## src/pidmac_pkg.sv

```systemverilog
package pidmac_pkg;
    // register word addresses (byte offsets, one aligned word each)
    localparam logic [7:0] ADDR_CONFIG      = 8'h00;
    localparam logic [7:0] ADDR_FB_HIGH     = 8'h04;
    localparam logic [7:0] ADDR_FB_LOW      = 8'h08;
    localparam logic [7:0] ADDR_TARGET_HIGH = 8'h0C;
    localparam logic [7:0] ADDR_TARGET_LOW  = 8'h10;
    localparam logic [7:0] ADDR_GAIN_A_HIGH = 8'h14;
    localparam logic [7:0] ADDR_GAIN_A_LOW  = 8'h18;
    localparam logic [7:0] ADDR_GAIN_B_HIGH = 8'h1C;
    localparam logic [7:0] ADDR_GAIN_B_LOW  = 8'h20;
    localparam logic [7:0] ADDR_GAIN_C_HIGH = 8'h24;
    localparam logic [7:0] ADDR_GAIN_C_LOW  = 8'h28;
    localparam logic [7:0] ADDR_RES_UPPER   = 8'h2C;
    localparam logic [7:0] ADDR_RES_HH      = 8'h30;
    localparam logic [7:0] ADDR_RES_HL      = 8'h34;
    localparam logic [7:0] ADDR_RES_LH      = 8'h38;
    localparam logic [7:0] ADDR_RES_LL      = 8'h3C;
    localparam logic [7:0] ADDR_FLAGS       = 8'h40;
    // config fields
    localparam int CFG_EN_BIT   = 7;
    localparam int CFG_BUSY_BIT = 6;
    localparam logic [7:0] CFG_WRITE_MASK = 8'h87;
    localparam logic [7:0] CFG_RESET      = 8'h00;
    // flags register fields
    localparam int FLG_DONE_BIT = 0;
    localparam int FLG_OVF_BIT  = 1;
    // operation select codes
    localparam logic [2:0] MODE_U_SET = 3'h0;
    localparam logic [2:0] MODE_U_ACC = 3'h1;
    localparam logic [2:0] MODE_S_SET = 3'h2;
    localparam logic [2:0] MODE_S_ACC = 3'h3;
    localparam logic [2:0] MODE_PID   = 3'h5;
    // result width and calculation length in cycles
    localparam int RES_W = 36;
    localparam int CALC_CYCLES = 2;
    localparam logic [1:0] AXI_OKAY   = 2'h0;
    localparam logic [1:0] AXI_SLVERR = 2'h2;
endpackage : pidmac_pkg

```

## src/pidmac_add.sv

```systemverilog
`timescale 1ns/100ps
// 36-bit adder reporting wrap for signed or unsigned operands
module pidmac_add (
    input  wire logic        is_signed,
    input  wire logic [35:0] a,
    input  wire logic [35:0] b,
    output logic      [35:0] sum,
    output logic             wrap
);
    logic [36:0] full;
    // carry out for unsigned, sign mismatch for signed
    always_comb begin
        full = {1'b0, a} + {1'b0, b};
        sum  = full[35:0];
        if (is_signed) begin
            wrap = (a[35] == b[35]) && (full[35] != a[35]);
        end else begin
            wrap = full[36];
        end
    end
endmodule : pidmac_add

```

## src/pidmac_mul.sv

```systemverilog
`timescale 1ns/100ps
// registered 18x18 signed product, one cycle latency
module pidmac_mul (
    input  wire logic               sys_clk,
    input  wire logic signed [17:0] op_a,
    input  wire logic signed [17:0] op_b,
    output logic signed      [35:0] product
);
    // register keeps the multiplier off the accumulate path
    always_ff @(posedge sys_clk) begin
        product <= op_a * op_b;
    end
endmodule : pidmac_mul

```

## src/pidmac_top.sv

```systemverilog
// Local design decisions: the AXI4-Lite slave port and the placing of the registers.
`timescale 1ns/100ps
module pidmac_top (
    input  wire logic        sys_clk,
    input  wire logic        rst,
    input  wire logic [7:0]  s_axi_awaddr,
    input  wire logic        s_axi_awvalid,
    output logic             s_axi_awready,
    input  wire logic [31:0] s_axi_wdata,
    input  wire logic [3:0]  s_axi_wstrb,
    input  wire logic        s_axi_wvalid,
    output logic             s_axi_wready,
    output logic [1:0]       s_axi_bresp,
    output logic             s_axi_bvalid,
    input  wire logic        s_axi_bready,
    input  wire logic [7:0]  s_axi_araddr,
    input  wire logic        s_axi_arvalid,
    output logic             s_axi_arready,
    output logic [31:0]      s_axi_rdata,
    output logic [1:0]       s_axi_rresp,
    output logic             s_axi_rvalid,
    input  wire logic        s_axi_rready
);
    import pidmac_pkg::*;

    logic [7:0]  config_reg;
    logic [15:0] feedback_reg;
    logic [15:0] target_reg;
    logic [15:0] gain_a_reg;
    logic [15:0] gain_b_reg;
    logic [15:0] gain_c_reg;
    logic [35:0] result_reg;
    logic [16:0] err1_reg;
    logic [16:0] err2_reg;
    logic        busy_reg;
    logic [1:0]  step_reg;
    logic        done_flag_reg;
    logic        overflow_flag_reg;
    logic        aw_hold_reg;
    logic        w_hold_reg;
    logic [7:0]  aw_addr_reg;
    logic [31:0] w_data_reg;
    logic [3:0]  w_strb_reg;
    // decode of a pending write: both halves captured
    logic        wr_fire;
    logic        wr_lane0;
    logic [7:0]  wr_byte;
    assign wr_fire  = aw_hold_reg && w_hold_reg && !s_axi_bvalid;
    assign wr_lane0 = wr_fire && w_strb_reg[0];
    assign wr_byte  = w_data_reg[7:0];
    function automatic logic addr_known(input logic [7:0] a);
        addr_known = (a <= ADDR_FLAGS) && (a[1:0] == 2'b00);
    endfunction : addr_known
    // axi write address and data taken in either order
    always_ff @(posedge sys_clk) begin
        if (rst) begin
            aw_hold_reg <= 1'b0;
            w_hold_reg  <= 1'b0;
            aw_addr_reg <= 8'h00;
            w_data_reg  <= 32'h0000_0000;
            w_strb_reg  <= 4'h0;
        end else if (wr_fire) begin
            aw_hold_reg <= 1'b0;
            w_hold_reg  <= 1'b0;
        end else begin
            if (s_axi_awvalid && s_axi_awready) begin
                aw_hold_reg <= 1'b1;
                aw_addr_reg <= s_axi_awaddr;
            end
            if (s_axi_wvalid && s_axi_wready) begin
                w_hold_reg <= 1'b1;
                w_data_reg <= s_axi_wdata;
                w_strb_reg <= s_axi_wstrb;
            end
        end
    end

    // ready is registered: one item held at a time
    always_ff @(posedge sys_clk) begin
        if (rst) begin
            s_axi_awready <= 1'b0;
            s_axi_wready  <= 1'b0;
        end else begin
            s_axi_awready <= !aw_hold_reg && !(s_axi_awvalid && s_axi_awready) && !wr_fire;
            s_axi_wready  <= !w_hold_reg && !(s_axi_wvalid && s_axi_wready) && !wr_fire;
        end
    end

    // write response one cycle after both halves held
    always_ff @(posedge sys_clk) begin
        if (rst) begin
            s_axi_bvalid <= 1'b0;
            s_axi_bresp  <= AXI_OKAY;
        end else if (wr_fire) begin
            s_axi_bvalid <= 1'b1;
            s_axi_bresp  <= addr_known(aw_addr_reg) ? AXI_OKAY : AXI_SLVERR;
        end else if (s_axi_bready) begin
            s_axi_bvalid <= 1'b0;
        end
    end

    // configuration: enable and operation select only
    always_ff @(posedge sys_clk) begin
        if (rst) begin
            config_reg <= CFG_RESET;
        end else if (wr_lane0 && aw_addr_reg == ADDR_CONFIG) begin
            config_reg <= wr_byte & CFG_WRITE_MASK;
        end
    end

    // feedback has no reset: keeps contents across resets
    always_ff @(posedge sys_clk) begin
        if (wr_lane0 && aw_addr_reg == ADDR_FB_HIGH) begin
            feedback_reg[15:8] <= wr_byte;
        end
        if (wr_lane0 && aw_addr_reg == ADDR_FB_LOW) begin
            feedback_reg[7:0] <= wr_byte;
        end
    end

    // target and gain byte pairs
    always_ff @(posedge sys_clk) begin
        if (rst) begin
            target_reg <= 16'h0000;
            gain_a_reg <= 16'h0000;
            gain_b_reg <= 16'h0000;
            gain_c_reg <= 16'h0000;
        end else if (wr_lane0) begin
            unique case (aw_addr_reg)
                ADDR_TARGET_HIGH: target_reg[15:8] <= wr_byte;
                ADDR_TARGET_LOW:  target_reg[7:0]  <= wr_byte;
                ADDR_GAIN_A_HIGH: gain_a_reg[15:8] <= wr_byte;
                ADDR_GAIN_A_LOW:  gain_a_reg[7:0]  <= wr_byte;
                ADDR_GAIN_B_HIGH: gain_b_reg[15:8] <= wr_byte;
                ADDR_GAIN_B_LOW:  gain_b_reg[7:0]  <= wr_byte;
                ADDR_GAIN_C_HIGH: gain_c_reg[15:8] <= wr_byte;
                ADDR_GAIN_C_LOW:  gain_c_reg[7:0]  <= wr_byte;
                default: ;
            endcase
        end
    end
    // calculation start: low feedback byte written while enabled
    logic start;
    assign start = wr_lane0 && aw_addr_reg == ADDR_FB_LOW && config_reg[CFG_EN_BIT] && !busy_reg;
    // operand selection per step, sign-extended to 18 bits in signed and pid modes, zero-extended in unsigned modes
    logic        op_signed;
    logic        op_accum;
    logic        op_pid;
    logic [16:0] err_now;
    logic signed [17:0] mul_a;
    logic signed [17:0] mul_b;
    logic signed [35:0] product;
    assign op_pid    = config_reg[2:0] == MODE_PID;
    assign op_signed = op_pid || config_reg[1];
    assign op_accum  = op_pid || config_reg[0];
    // error is target minus feedback, 17 bits to hold its sign
    assign err_now   = 17'({target_reg[15], target_reg} - {feedback_reg[15], feedback_reg});
    // every branch sets both operands, so no defaults are needed
    always_comb begin
        if (op_pid) begin
            unique case (step_reg)
                2'd0: begin
                    mul_a = {err_now[16], err_now};
                    mul_b = {{2{gain_a_reg[15]}}, gain_a_reg};
                end
                2'd1: begin
                    mul_a = {err1_reg[16], err1_reg};
                    mul_b = {{2{gain_b_reg[15]}}, gain_b_reg};
                end
                default: begin
                    mul_a = {err2_reg[16], err2_reg};
                    mul_b = {{2{gain_c_reg[15]}}, gain_c_reg};
                end
            endcase
        end else if (op_signed) begin
            // both sides sign-extended to the full 18 bits, else negatives turn positive
            mul_a = {{2{target_reg[15]}}, target_reg} + {{2{feedback_reg[15]}}, feedback_reg};
            mul_b = {{2{gain_a_reg[15]}}, gain_a_reg};
        end else begin
            mul_a = 18'({1'b0, target_reg} + {1'b0, feedback_reg});
            mul_b = {2'b00, gain_a_reg};
        end
    end
    pidmac_mul u_mul (
        .sys_clk (sys_clk),
        .op_a    (mul_a),
        .op_b    (mul_b),
        .product (product)
    );
    // accumulate base: zero on the first term of a non-accumulating run
    logic        first_term_reg;
    logic [35:0] acc_base;
    logic [35:0] acc_sum;
    logic        acc_wrap;
    assign acc_base = (first_term_reg && !op_accum) ? 36'h0_0000_0000 : result_reg;
    pidmac_add u_add (
        .is_signed (op_signed),
        .a         (acc_base),
        .b         (product),
        .sum       (acc_sum),
        .wrap      (acc_wrap)
    );
    // sequencer: a term is issued each cycle and folded in the cycle after,
    // since the multiplier register puts one cycle between operands and product
    localparam logic [1:0] END_STEP = 2'(CALC_CYCLES + 1);
    logic mul_valid_reg;
    logic calc_end;
    assign calc_end = busy_reg && mul_valid_reg && (!op_pid || step_reg == END_STEP);
    always_ff @(posedge sys_clk) begin
        if (rst) begin
            busy_reg       <= 1'b0;
            step_reg       <= 2'd0;
            mul_valid_reg  <= 1'b0;
            first_term_reg <= 1'b0;
        end else if (start) begin
            busy_reg       <= 1'b1;
            step_reg       <= 2'd0;
            mul_valid_reg  <= 1'b0;
            first_term_reg <= 1'b1;
        end else if (calc_end) begin
            busy_reg       <= 1'b0;
            mul_valid_reg  <= 1'b0;
            first_term_reg <= 1'b0;
        end else if (busy_reg) begin
            mul_valid_reg  <= 1'b1;
            first_term_reg <= first_term_reg && !mul_valid_reg;
            step_reg       <= step_reg + 2'd1;
        end
    end
    // result: folded by hardware, or written bytewise by software
    always_ff @(posedge sys_clk) begin
        if (rst) begin
            result_reg <= 36'h0_0000_0000;
        end else if (busy_reg && mul_valid_reg) begin
            result_reg <= acc_sum;
        end else if (wr_lane0) begin
            unique case (aw_addr_reg)
                ADDR_RES_UPPER: result_reg[35:32] <= wr_byte[3:0];
                ADDR_RES_HH:    result_reg[31:24] <= wr_byte;
                ADDR_RES_HL:    result_reg[23:16] <= wr_byte;
                ADDR_RES_LH:    result_reg[15:8]  <= wr_byte;
                ADDR_RES_LL:    result_reg[7:0]   <= wr_byte;
                default: ;
            endcase
        end
    end
    // error history shifts once per completed pid run
    always_ff @(posedge sys_clk) begin
        if (rst) begin
            err1_reg <= 17'h0_0000;
            err2_reg <= 17'h0_0000;
        end else if (calc_end && op_pid) begin
            err2_reg <= err1_reg;
            err1_reg <= err_now;
        end
    end
    // done and overflow flags; hardware set wins over software clear
    logic flag_wr;
    assign flag_wr  = wr_lane0 && aw_addr_reg == ADDR_FLAGS;
    always_ff @(posedge sys_clk) begin
        if (rst) begin
            done_flag_reg     <= 1'b0;
            overflow_flag_reg <= 1'b0;
        end else begin
            if (calc_end) begin
                done_flag_reg <= 1'b1;
            end else if (flag_wr && !wr_byte[FLG_DONE_BIT]) begin
                done_flag_reg <= 1'b0;
            end
            if (busy_reg && mul_valid_reg && acc_wrap) begin
                overflow_flag_reg <= 1'b1;
            end else if (flag_wr && !wr_byte[FLG_OVF_BIT]) begin
                overflow_flag_reg <= 1'b0;
            end
        end
    end
    // read channel: one cycle from address taken to data
    logic [7:0] rd_byte;
    always_comb begin
        unique case (s_axi_araddr)
            ADDR_CONFIG:      rd_byte = {config_reg[CFG_EN_BIT], busy_reg, 3'b000, config_reg[2:0]};
            ADDR_FB_HIGH:     rd_byte = feedback_reg[15:8];
            ADDR_FB_LOW:      rd_byte = feedback_reg[7:0];
            ADDR_TARGET_HIGH: rd_byte = target_reg[15:8];
            ADDR_TARGET_LOW:  rd_byte = target_reg[7:0];
            ADDR_GAIN_A_HIGH: rd_byte = gain_a_reg[15:8];
            ADDR_GAIN_A_LOW:  rd_byte = gain_a_reg[7:0];
            ADDR_GAIN_B_HIGH: rd_byte = gain_b_reg[15:8];
            ADDR_GAIN_B_LOW:  rd_byte = gain_b_reg[7:0];
            ADDR_GAIN_C_HIGH: rd_byte = gain_c_reg[15:8];
            ADDR_GAIN_C_LOW:  rd_byte = gain_c_reg[7:0];
            ADDR_RES_UPPER:   rd_byte = {4'h0, result_reg[35:32]};
            ADDR_RES_HH:      rd_byte = result_reg[31:24];
            ADDR_RES_HL:      rd_byte = result_reg[23:16];
            ADDR_RES_LH:      rd_byte = result_reg[15:8];
            ADDR_RES_LL:      rd_byte = result_reg[7:0];
            ADDR_FLAGS:       rd_byte = {6'h00, overflow_flag_reg, done_flag_reg};
            default:          rd_byte = 8'h00;
        endcase
    end
    always_ff @(posedge sys_clk) begin
        if (rst) begin
            s_axi_arready <= 1'b0;
            s_axi_rvalid  <= 1'b0;
            s_axi_rdata   <= 32'h0000_0000;
            s_axi_rresp   <= AXI_OKAY;
        end else if (s_axi_arvalid && s_axi_arready) begin
            s_axi_arready <= 1'b0;
            s_axi_rvalid  <= 1'b1;
            s_axi_rdata   <= {24'h00_0000, rd_byte};
            s_axi_rresp   <= addr_known(s_axi_araddr) ? AXI_OKAY : AXI_SLVERR;
        end else if (s_axi_rvalid) begin
            s_axi_rvalid <= !s_axi_rready;
        end else begin
            s_axi_arready <= 1'b1;
        end
    end
endmodule : pidmac_top

```

## config.mk

```make
export PLATFORM = sky130hd
export DESIGN_NAME = pidmac_top
export DESIGN_NICKNAME = d
export VERILOG_FILES = /design/src/pidmac_pkg.sv /design/src/pidmac_add.sv /design/src/pidmac_mul.sv /design/src/pidmac_top.sv
export SDC_FILE = /design/constraint.sdc
export NUM_CORES = 2
export LEC_CHECK = 0
export ABC_AREA = 0
export BUFFER_PORTS_ARGS = -buffer_cell sky130_fd_sc_hd__buf_2
export CAP_MARGIN = 20
export CORE_MARGIN = 4
export CORE_UTILIZATION = 40
export CTS_CLUSTER_SIZE = 30
export DETAILED_ROUTE_END_ITERATION = 16
export PLACE_DENSITY = 0.65
export SYNTH_ARGS = -nofsm -noshare
export SYNTH_HDL_FRONTEND = slang
export SYNTH_SLANG_ARGS = --single-unit
```

## constraint.sdc

```tcl
create_clock -name sys_clk -period 25 [get_ports sys_clk]
set_clock_uncertainty 0.1 [all_clocks]
set_input_delay 2.5 -clock sys_clk [delete_from_list [all_inputs] [get_ports sys_clk]]
set_output_delay 2.5 -clock sys_clk [all_outputs]
set_load 0.02 [all_outputs]
```

# [Word-level counts from Yosys, hierarchy flattened]
# Cells that the tools add are included.
[word_totals] input_bits=59 regBits=233 output_inout_bits=41
[classes] bitwise_logic=2 reduce_logical=79 add_sub_neg=5 n_mux=31 n_eq_ne=37 mul=1 n_lt_le_gt_ge=2
[op_table] op="$pmux 8 s17" count=1
[op_table] op="$eq 8x6->1 const B" count=16
[op_table] op="$mux 36" count=3
[op_table] op="$mux 18" count=4
[op_table] op="$pmux 18 s2" count=2
[op_table] op="$eq 8x5->1 const B" count=8
[op_table] op="$add 36x36->37" count=1
[op_table] op="$mul 18x18->36" count=1
[op_table] op="$add 16x16->17" count=2
[op_table] op="$eq 8x4->1 const B" count=4
[op_table] op="$mux 8" count=4
[op_table] op="$reduce_and 2->1" count=16
[op_table] op="$logic_and 1x1->1" count=27
[op_table] op="$reduce_bool 2->1" count=10
[op_table] op="$sub 16x16->17" count=1
[op_table] op="$eq 8x3->1 const B" count=2
[op_table] op="$eq 8x7->1 const B" count=2
[op_table] op="$le 8x7->1 const B" count=2
[op_table] op="$logic_not 8->1" count=2
[op_table] op="$mux 1" count=14
[op_table] op="$logic_not 1->1" count=13
[op_table] op="$logic_not 2->1" count=3
[op_table] op="$reduce_or 2->1" count=3
[op_table] op="$mux 2" count=2
[op_table] op="other kinds (11)" count=14

# [Longest topological paths before layout]
[logic_depth] word_depth=11 ltp_mapped=37

# [By module]
# A second synthesis with hierarchy kept.
[hier_totals] cells_unflattened=3085 hier_area_um2=26482.9
[by_module_without_submodules] mod="pidmac_mul" cells_per_inst=1401 area_each_um2=13006.2 seq_area_each_um2=720.7 n_inst=1
[by_module_without_submodules] mod="pidmac_top" cells_per_inst=1388 area_each_um2=11405.9 seq_area_each_um2=4063.9 n_inst=1
[by_module_without_submodules] mod="pidmac_add" cells_per_inst=296 area_each_um2=2070.7 seq_area_each_um2=0.0 n_inst=1

# [Least setup slack after synthesis]
# Ideal clock, no wire load.
[synth_path] path_type="reg2reg" startpoint="reg feedback_reg[1]" endpoint="reg u_mul.product[32]" period_less_slack_ns=8.180 slack_ns=16.820 stages_incl_launch_ff=35 setup_time_ns=0.072 required_ns=24.828 arrival_time_ns=8.008 n_path_buf=1 path_cell_list="edfxtp_1 inv_1 ha_1 nor2b_1 o21ai_0 a21oi_1 o41a_1 o21a_1 o21a_1 o21ai_0 a31oi_1 mux2i_1 buf_2 nand2_1 fa_1 fa_1 inv_1 fa_1 inv_1 fa_1 inv_1 fa_1 inv_1 fa_1 inv_1 ha_1 a21o_1 a21o_1 a21oi_1 a31oi_1 a41oi_1 a31o_2 nor2_1 o41ai_1 xnor2_1"
[synth_via] elab_chain_cells=4 elab_cells_between_ends=7 classes_between="add/sub: 3; mul: 1; mux: 3"
[synth_lines] item="start, declared" line_no="pidmac_top.sv:27" rtl="logic [15:0] feedback_reg;"
[synth_lines] item="start signal, assigned" line_no="pidmac_top.sv:117" rtl="feedback_reg[7:0] <= wr_byte;"
[synth_lines] item="$sub 16x16->17 (tied with other cells)" line_no="pidmac_top.sv:157" rtl="assign err_now = 17'({target_reg[15], target_reg} - {feedback_reg[15], feedback_reg});"
[synth_lines] item="$pmux 18 s2 or $mux 18 (tied branches)" line_no="pidmac_top.sv:161, pidmac_top.sv:175"
[synth_lines] item="$mux 18 (*)" line_no="pidmac_top.sv:160" rtl="if (op_pid) begin"
[synth_lines] item="$mul 18x18->36 (*)" line_no="pidmac_mul.sv:11" rtl="product <= op_a * op_b;"
[synth_lines] item="end signal, assigned" line_no="pidmac_mul.sv:11"
[synth_lines] item="end, declared" line_no="pidmac_mul.sv:7" rtl="output logic signed [35:0] product"
# Mark *: on every way between the ends. The rest lies on a longest branch, timed or not.
# A chain may end at the register's enable or synchronous reset.

# [Worst setup path in the final report]
[layout_path] startpoint="reg feedback_reg[0]" endpoint="reg u_mul.product[35]"
# The elaborated chain is that of the path after synthesis.

==> results list <==
- Worst path buffer plus inverter count: 5
- Across every metal layer, demand over resource in global routing totals 0.223.
- Setup repair after global routing left no endpoint under its margin.
- Data on the critical path is required at its endpoint by about 25 ns.
- In this run the most critical hold path is launched from err2_reg[4]$_SDFFE_PP0P_.
- The synthesized netlist contains 80 unique library cells.
* Sequential fraction of design power: 0.481
- Number of buffers inserted by hold repair at cts: 0
* Grt total ovfl: 0
* Cell type of the slowest stage on the worst timing path: o21a_1
* Post-synth ARST share: 0
- Count of pins over their slew limit: 0
- Count of input and output buffers: between 40 and 50
- The area growth from synthesis to layout is 7.72%.
- The Yosys step of the flow raised 0 warnings.
* TritonCTS Buffers: 27
* Reg-to-reg critical path startpoint: feedback_reg[0]$_DFFE_PP_
- The root buffer cell chosen for the clock tree is clkbuf_16.
- Maximum buffer depth of the clock tree: 3
* Cell internal pwr: between 600 and 700 uW
* Ratio of cells with drive above 1 in the final layout: 0.0593
- Drt first-iter violations: about 2000
- Yosys attributes the largest share of cell area to fa_1, dfxtp_1, ha_1.
* Most used cell along the critical path: fa_1
* Slew at the pin with the worst max-slew slack: about 1.2 ns
* Startpoint type of the worst setup path: register
- Of the available clock period, the critical path in the final layout requires 0.381.
- Class of the worst hold path: reg -> reg
- Initial core utilization: 0.406
- Worst hold slack: between 0.3 and 0.4 ns
* Power density relative to cell area: 29.3 nW/um2
- Most frequent cells in the layout: inv_1, nor2_1, fa_1
- The worst pin sits at a relative slew slack of 0.205.
* Buffers inserted during post-CTS setup optimization: 0
- Setup violations remaining at the end of the flow were counted as 0.
- Number of cell rows: about 90
- The die is around 260 um tall.
- For this design the static power due to leakage is between 10 and 15 nW.
- Remaining routing DRC violations: 0
- Biggest fanout along the worst timing path: 12
* Clock network fraction of design power: 0.491
- The mapped netlist covers about 25000 um2.
* Critical Path AT: just under 10 ns
- STA classifies the critical path endpoint as a register.
- Clock-pin slew was measured on the worst setup and hold paths at 0.06 ns.
* DRT antenna net count: 0
- Leaving out filler cells and counting taps, the final layout contains between 3000 and 4000.
* Post-layout total power: about 800 uW
* Most frequent standard cell in the layout excluding fill and tap cells: inv_1
* Pin count of the biggest net entering global routing: 95
- The kind of cell with the highest combined delay along the critical path is adder cells.
- Synthesis produced 2911 cells.
* Reported net switching power: around 190 uW
- Max-cap viol count: 0
- The number of global-route vias before repair came to 20200.
- Number of antenna violations at the first check in global routing: 0
- 0 antenna diodes ended up in the layout.
- After routing, the total negative slack on setup checks comes to 0 ns.
- Switching fraction of total power: 0.242
- Clock tree from TritonCTS: done
* Top cell type by total area after synthesis: fa_1
* Level count of the clock H-tree: 1
- Mean post-synth cell area: about 8.6 um2
* Delay of the slowest critical-path stage: about 0.62 ns
- Fin nets: between 3000 and 4000
- Part of the Yosys area used for sequential elements: 0.191
- Number of gates given a new drive strength after cts: 0
* Detail-routed via count per cell: roughly 5.5
* Worst setup path startpoint: feedback_reg[0]$_DFFE_PP_
- The HPWL after detailed placement is 57900 um.
* Final count of hold timing violations: 0
* Peak clock frequency supported by timing: roughly 110 MHz
- Routed vias: 20600
- Core Footprint: 61800 um2
- TritonRoute pass-1 iters: 7
- Floorplan die width: between 200 and 300 um
- Die area: between 60000 and 70000 um2
* Clock period minus final worst setup slack: 9.52 ns
- Highest ir drop seen on vdd: roughly 0.000053 V
* Outcome: finished clean
- Part of the total power dissipated in combinational logic: 0.028
* Ports placed on the boundary: 100
- FF+latch count, synth: 231
- GP Congestion: ~0.95
* Number of flops mapped to enable cells by yosys: 16
- The clock reaches the later pin of the worst-skew pair after between 0.5 and 0.6 ns.
* Dominant register cell in the synthesized netlist: dfxtp_1
* WS Path Type: reg -> reg
- Final Routed Wirelength: approximately 75000 um
* Synth top area share: 0.266
* Placed Cells: ~3700
- After detailed routing, the average wire length per cell comes to 19.9 um.
- CTS saw about 230 sinks.
- Wire length of the first global-routing pass: roughly 120000 um
==> metal layers <==
layer	wire (um)	track usage
met5	0	0
met4	2540	0.0609
met3	5870	0.0366
met2	34900	0.365
met1	31800	0.307
==> synthesized netlist by cell type (all sizes together) (21+ instances only) <==
cell and instances:
buf 38, xnor2 74, a211oi 44, fa 333, inv 445, and2 67, nand2 291, mux2i 102
ha 163, a21oi 167, a22oi 47, o21a 21, o21ai 45, a21o 50, nor3 38, a22o 21
nand3 36, nor2 361, dfxtp 215, clkbuf 104
==> power groups by stage <==
stage	registers [mW]	clock network, mW	logic [mW]
floorplan	0.386	0	0.0189
global placement	0.389	0	0.0218
detailed placement	0.389	0	0.0220
CTS	0.381	0.395	0.0221
global route	0.381	0.410	0.0243
finish	0.381	0.389	0.0223
==> stage by stage <==
| step | util | setup WS [ns] | area (um2) |
|---|---|---|---|
| 2_1_floorplan | - | 16.82 | 25200 |
| 3_3_place_gp | 0.423 | 15.68 | 26100 |
| 3_5_place_dp | 0.423 | 15.55 | 26100 |
| 4_1_cts | 0.437 | 15.50 | 27000 |
| 5_1_grt | 0.437 | 14.98 | 27000 |
| 6_report | 0.437 | 15.48 | 27000 |
==> final cells by class <==
class | count | area (um2)
Fill cell | 6175 | 34800
Inverter | 446 | 1670
Clock buffer | 29 | 683
Sequential cell | 231 | 4780
Timing Repair Buffer | 91 | 571
Tap cell | 837 | 1050
Clock inverter | 21 | 180
Multi-Input combinational cell | 2117 | 18100
==> cell families after synthesis <==
group / Yosys count / synth area share
simple gates: 883 / 0.154
other cells: 1 / 0.000150
compound gates: 514 / 0.140
fa+ha+maj: 496 / 0.347
buf+inv: 588 / 0.0929
flops: 231 / 0.191
xor+xnor: 91 / 0.0318
mux: 107 / 0.0430
==> worst min-delay path, cell delays in order, from the launching register on <==
cell     delay [ns]
dfxtp_1        0.31
nand2_1        0.05
a21oi_1        0.05
==> path summary, 6_finish.rpt <==
check / endpoint / slack (ns) / cells past startpoint
worst max-delay path: u_mul.product[35]$_DFF_P_ / 15.48 / 33
worst max register to register: u_mul.product[35]$_DFF_P_ / 15.48 / 33
worst min-delay path: err2_reg[4]$_SDFFE_PP0P_ / 0.36 / 2
worst min register to register: err2_reg[4]$_SDFFE_PP0P_ / 0.36 / 2
Power figures use the tool's default switching activity.
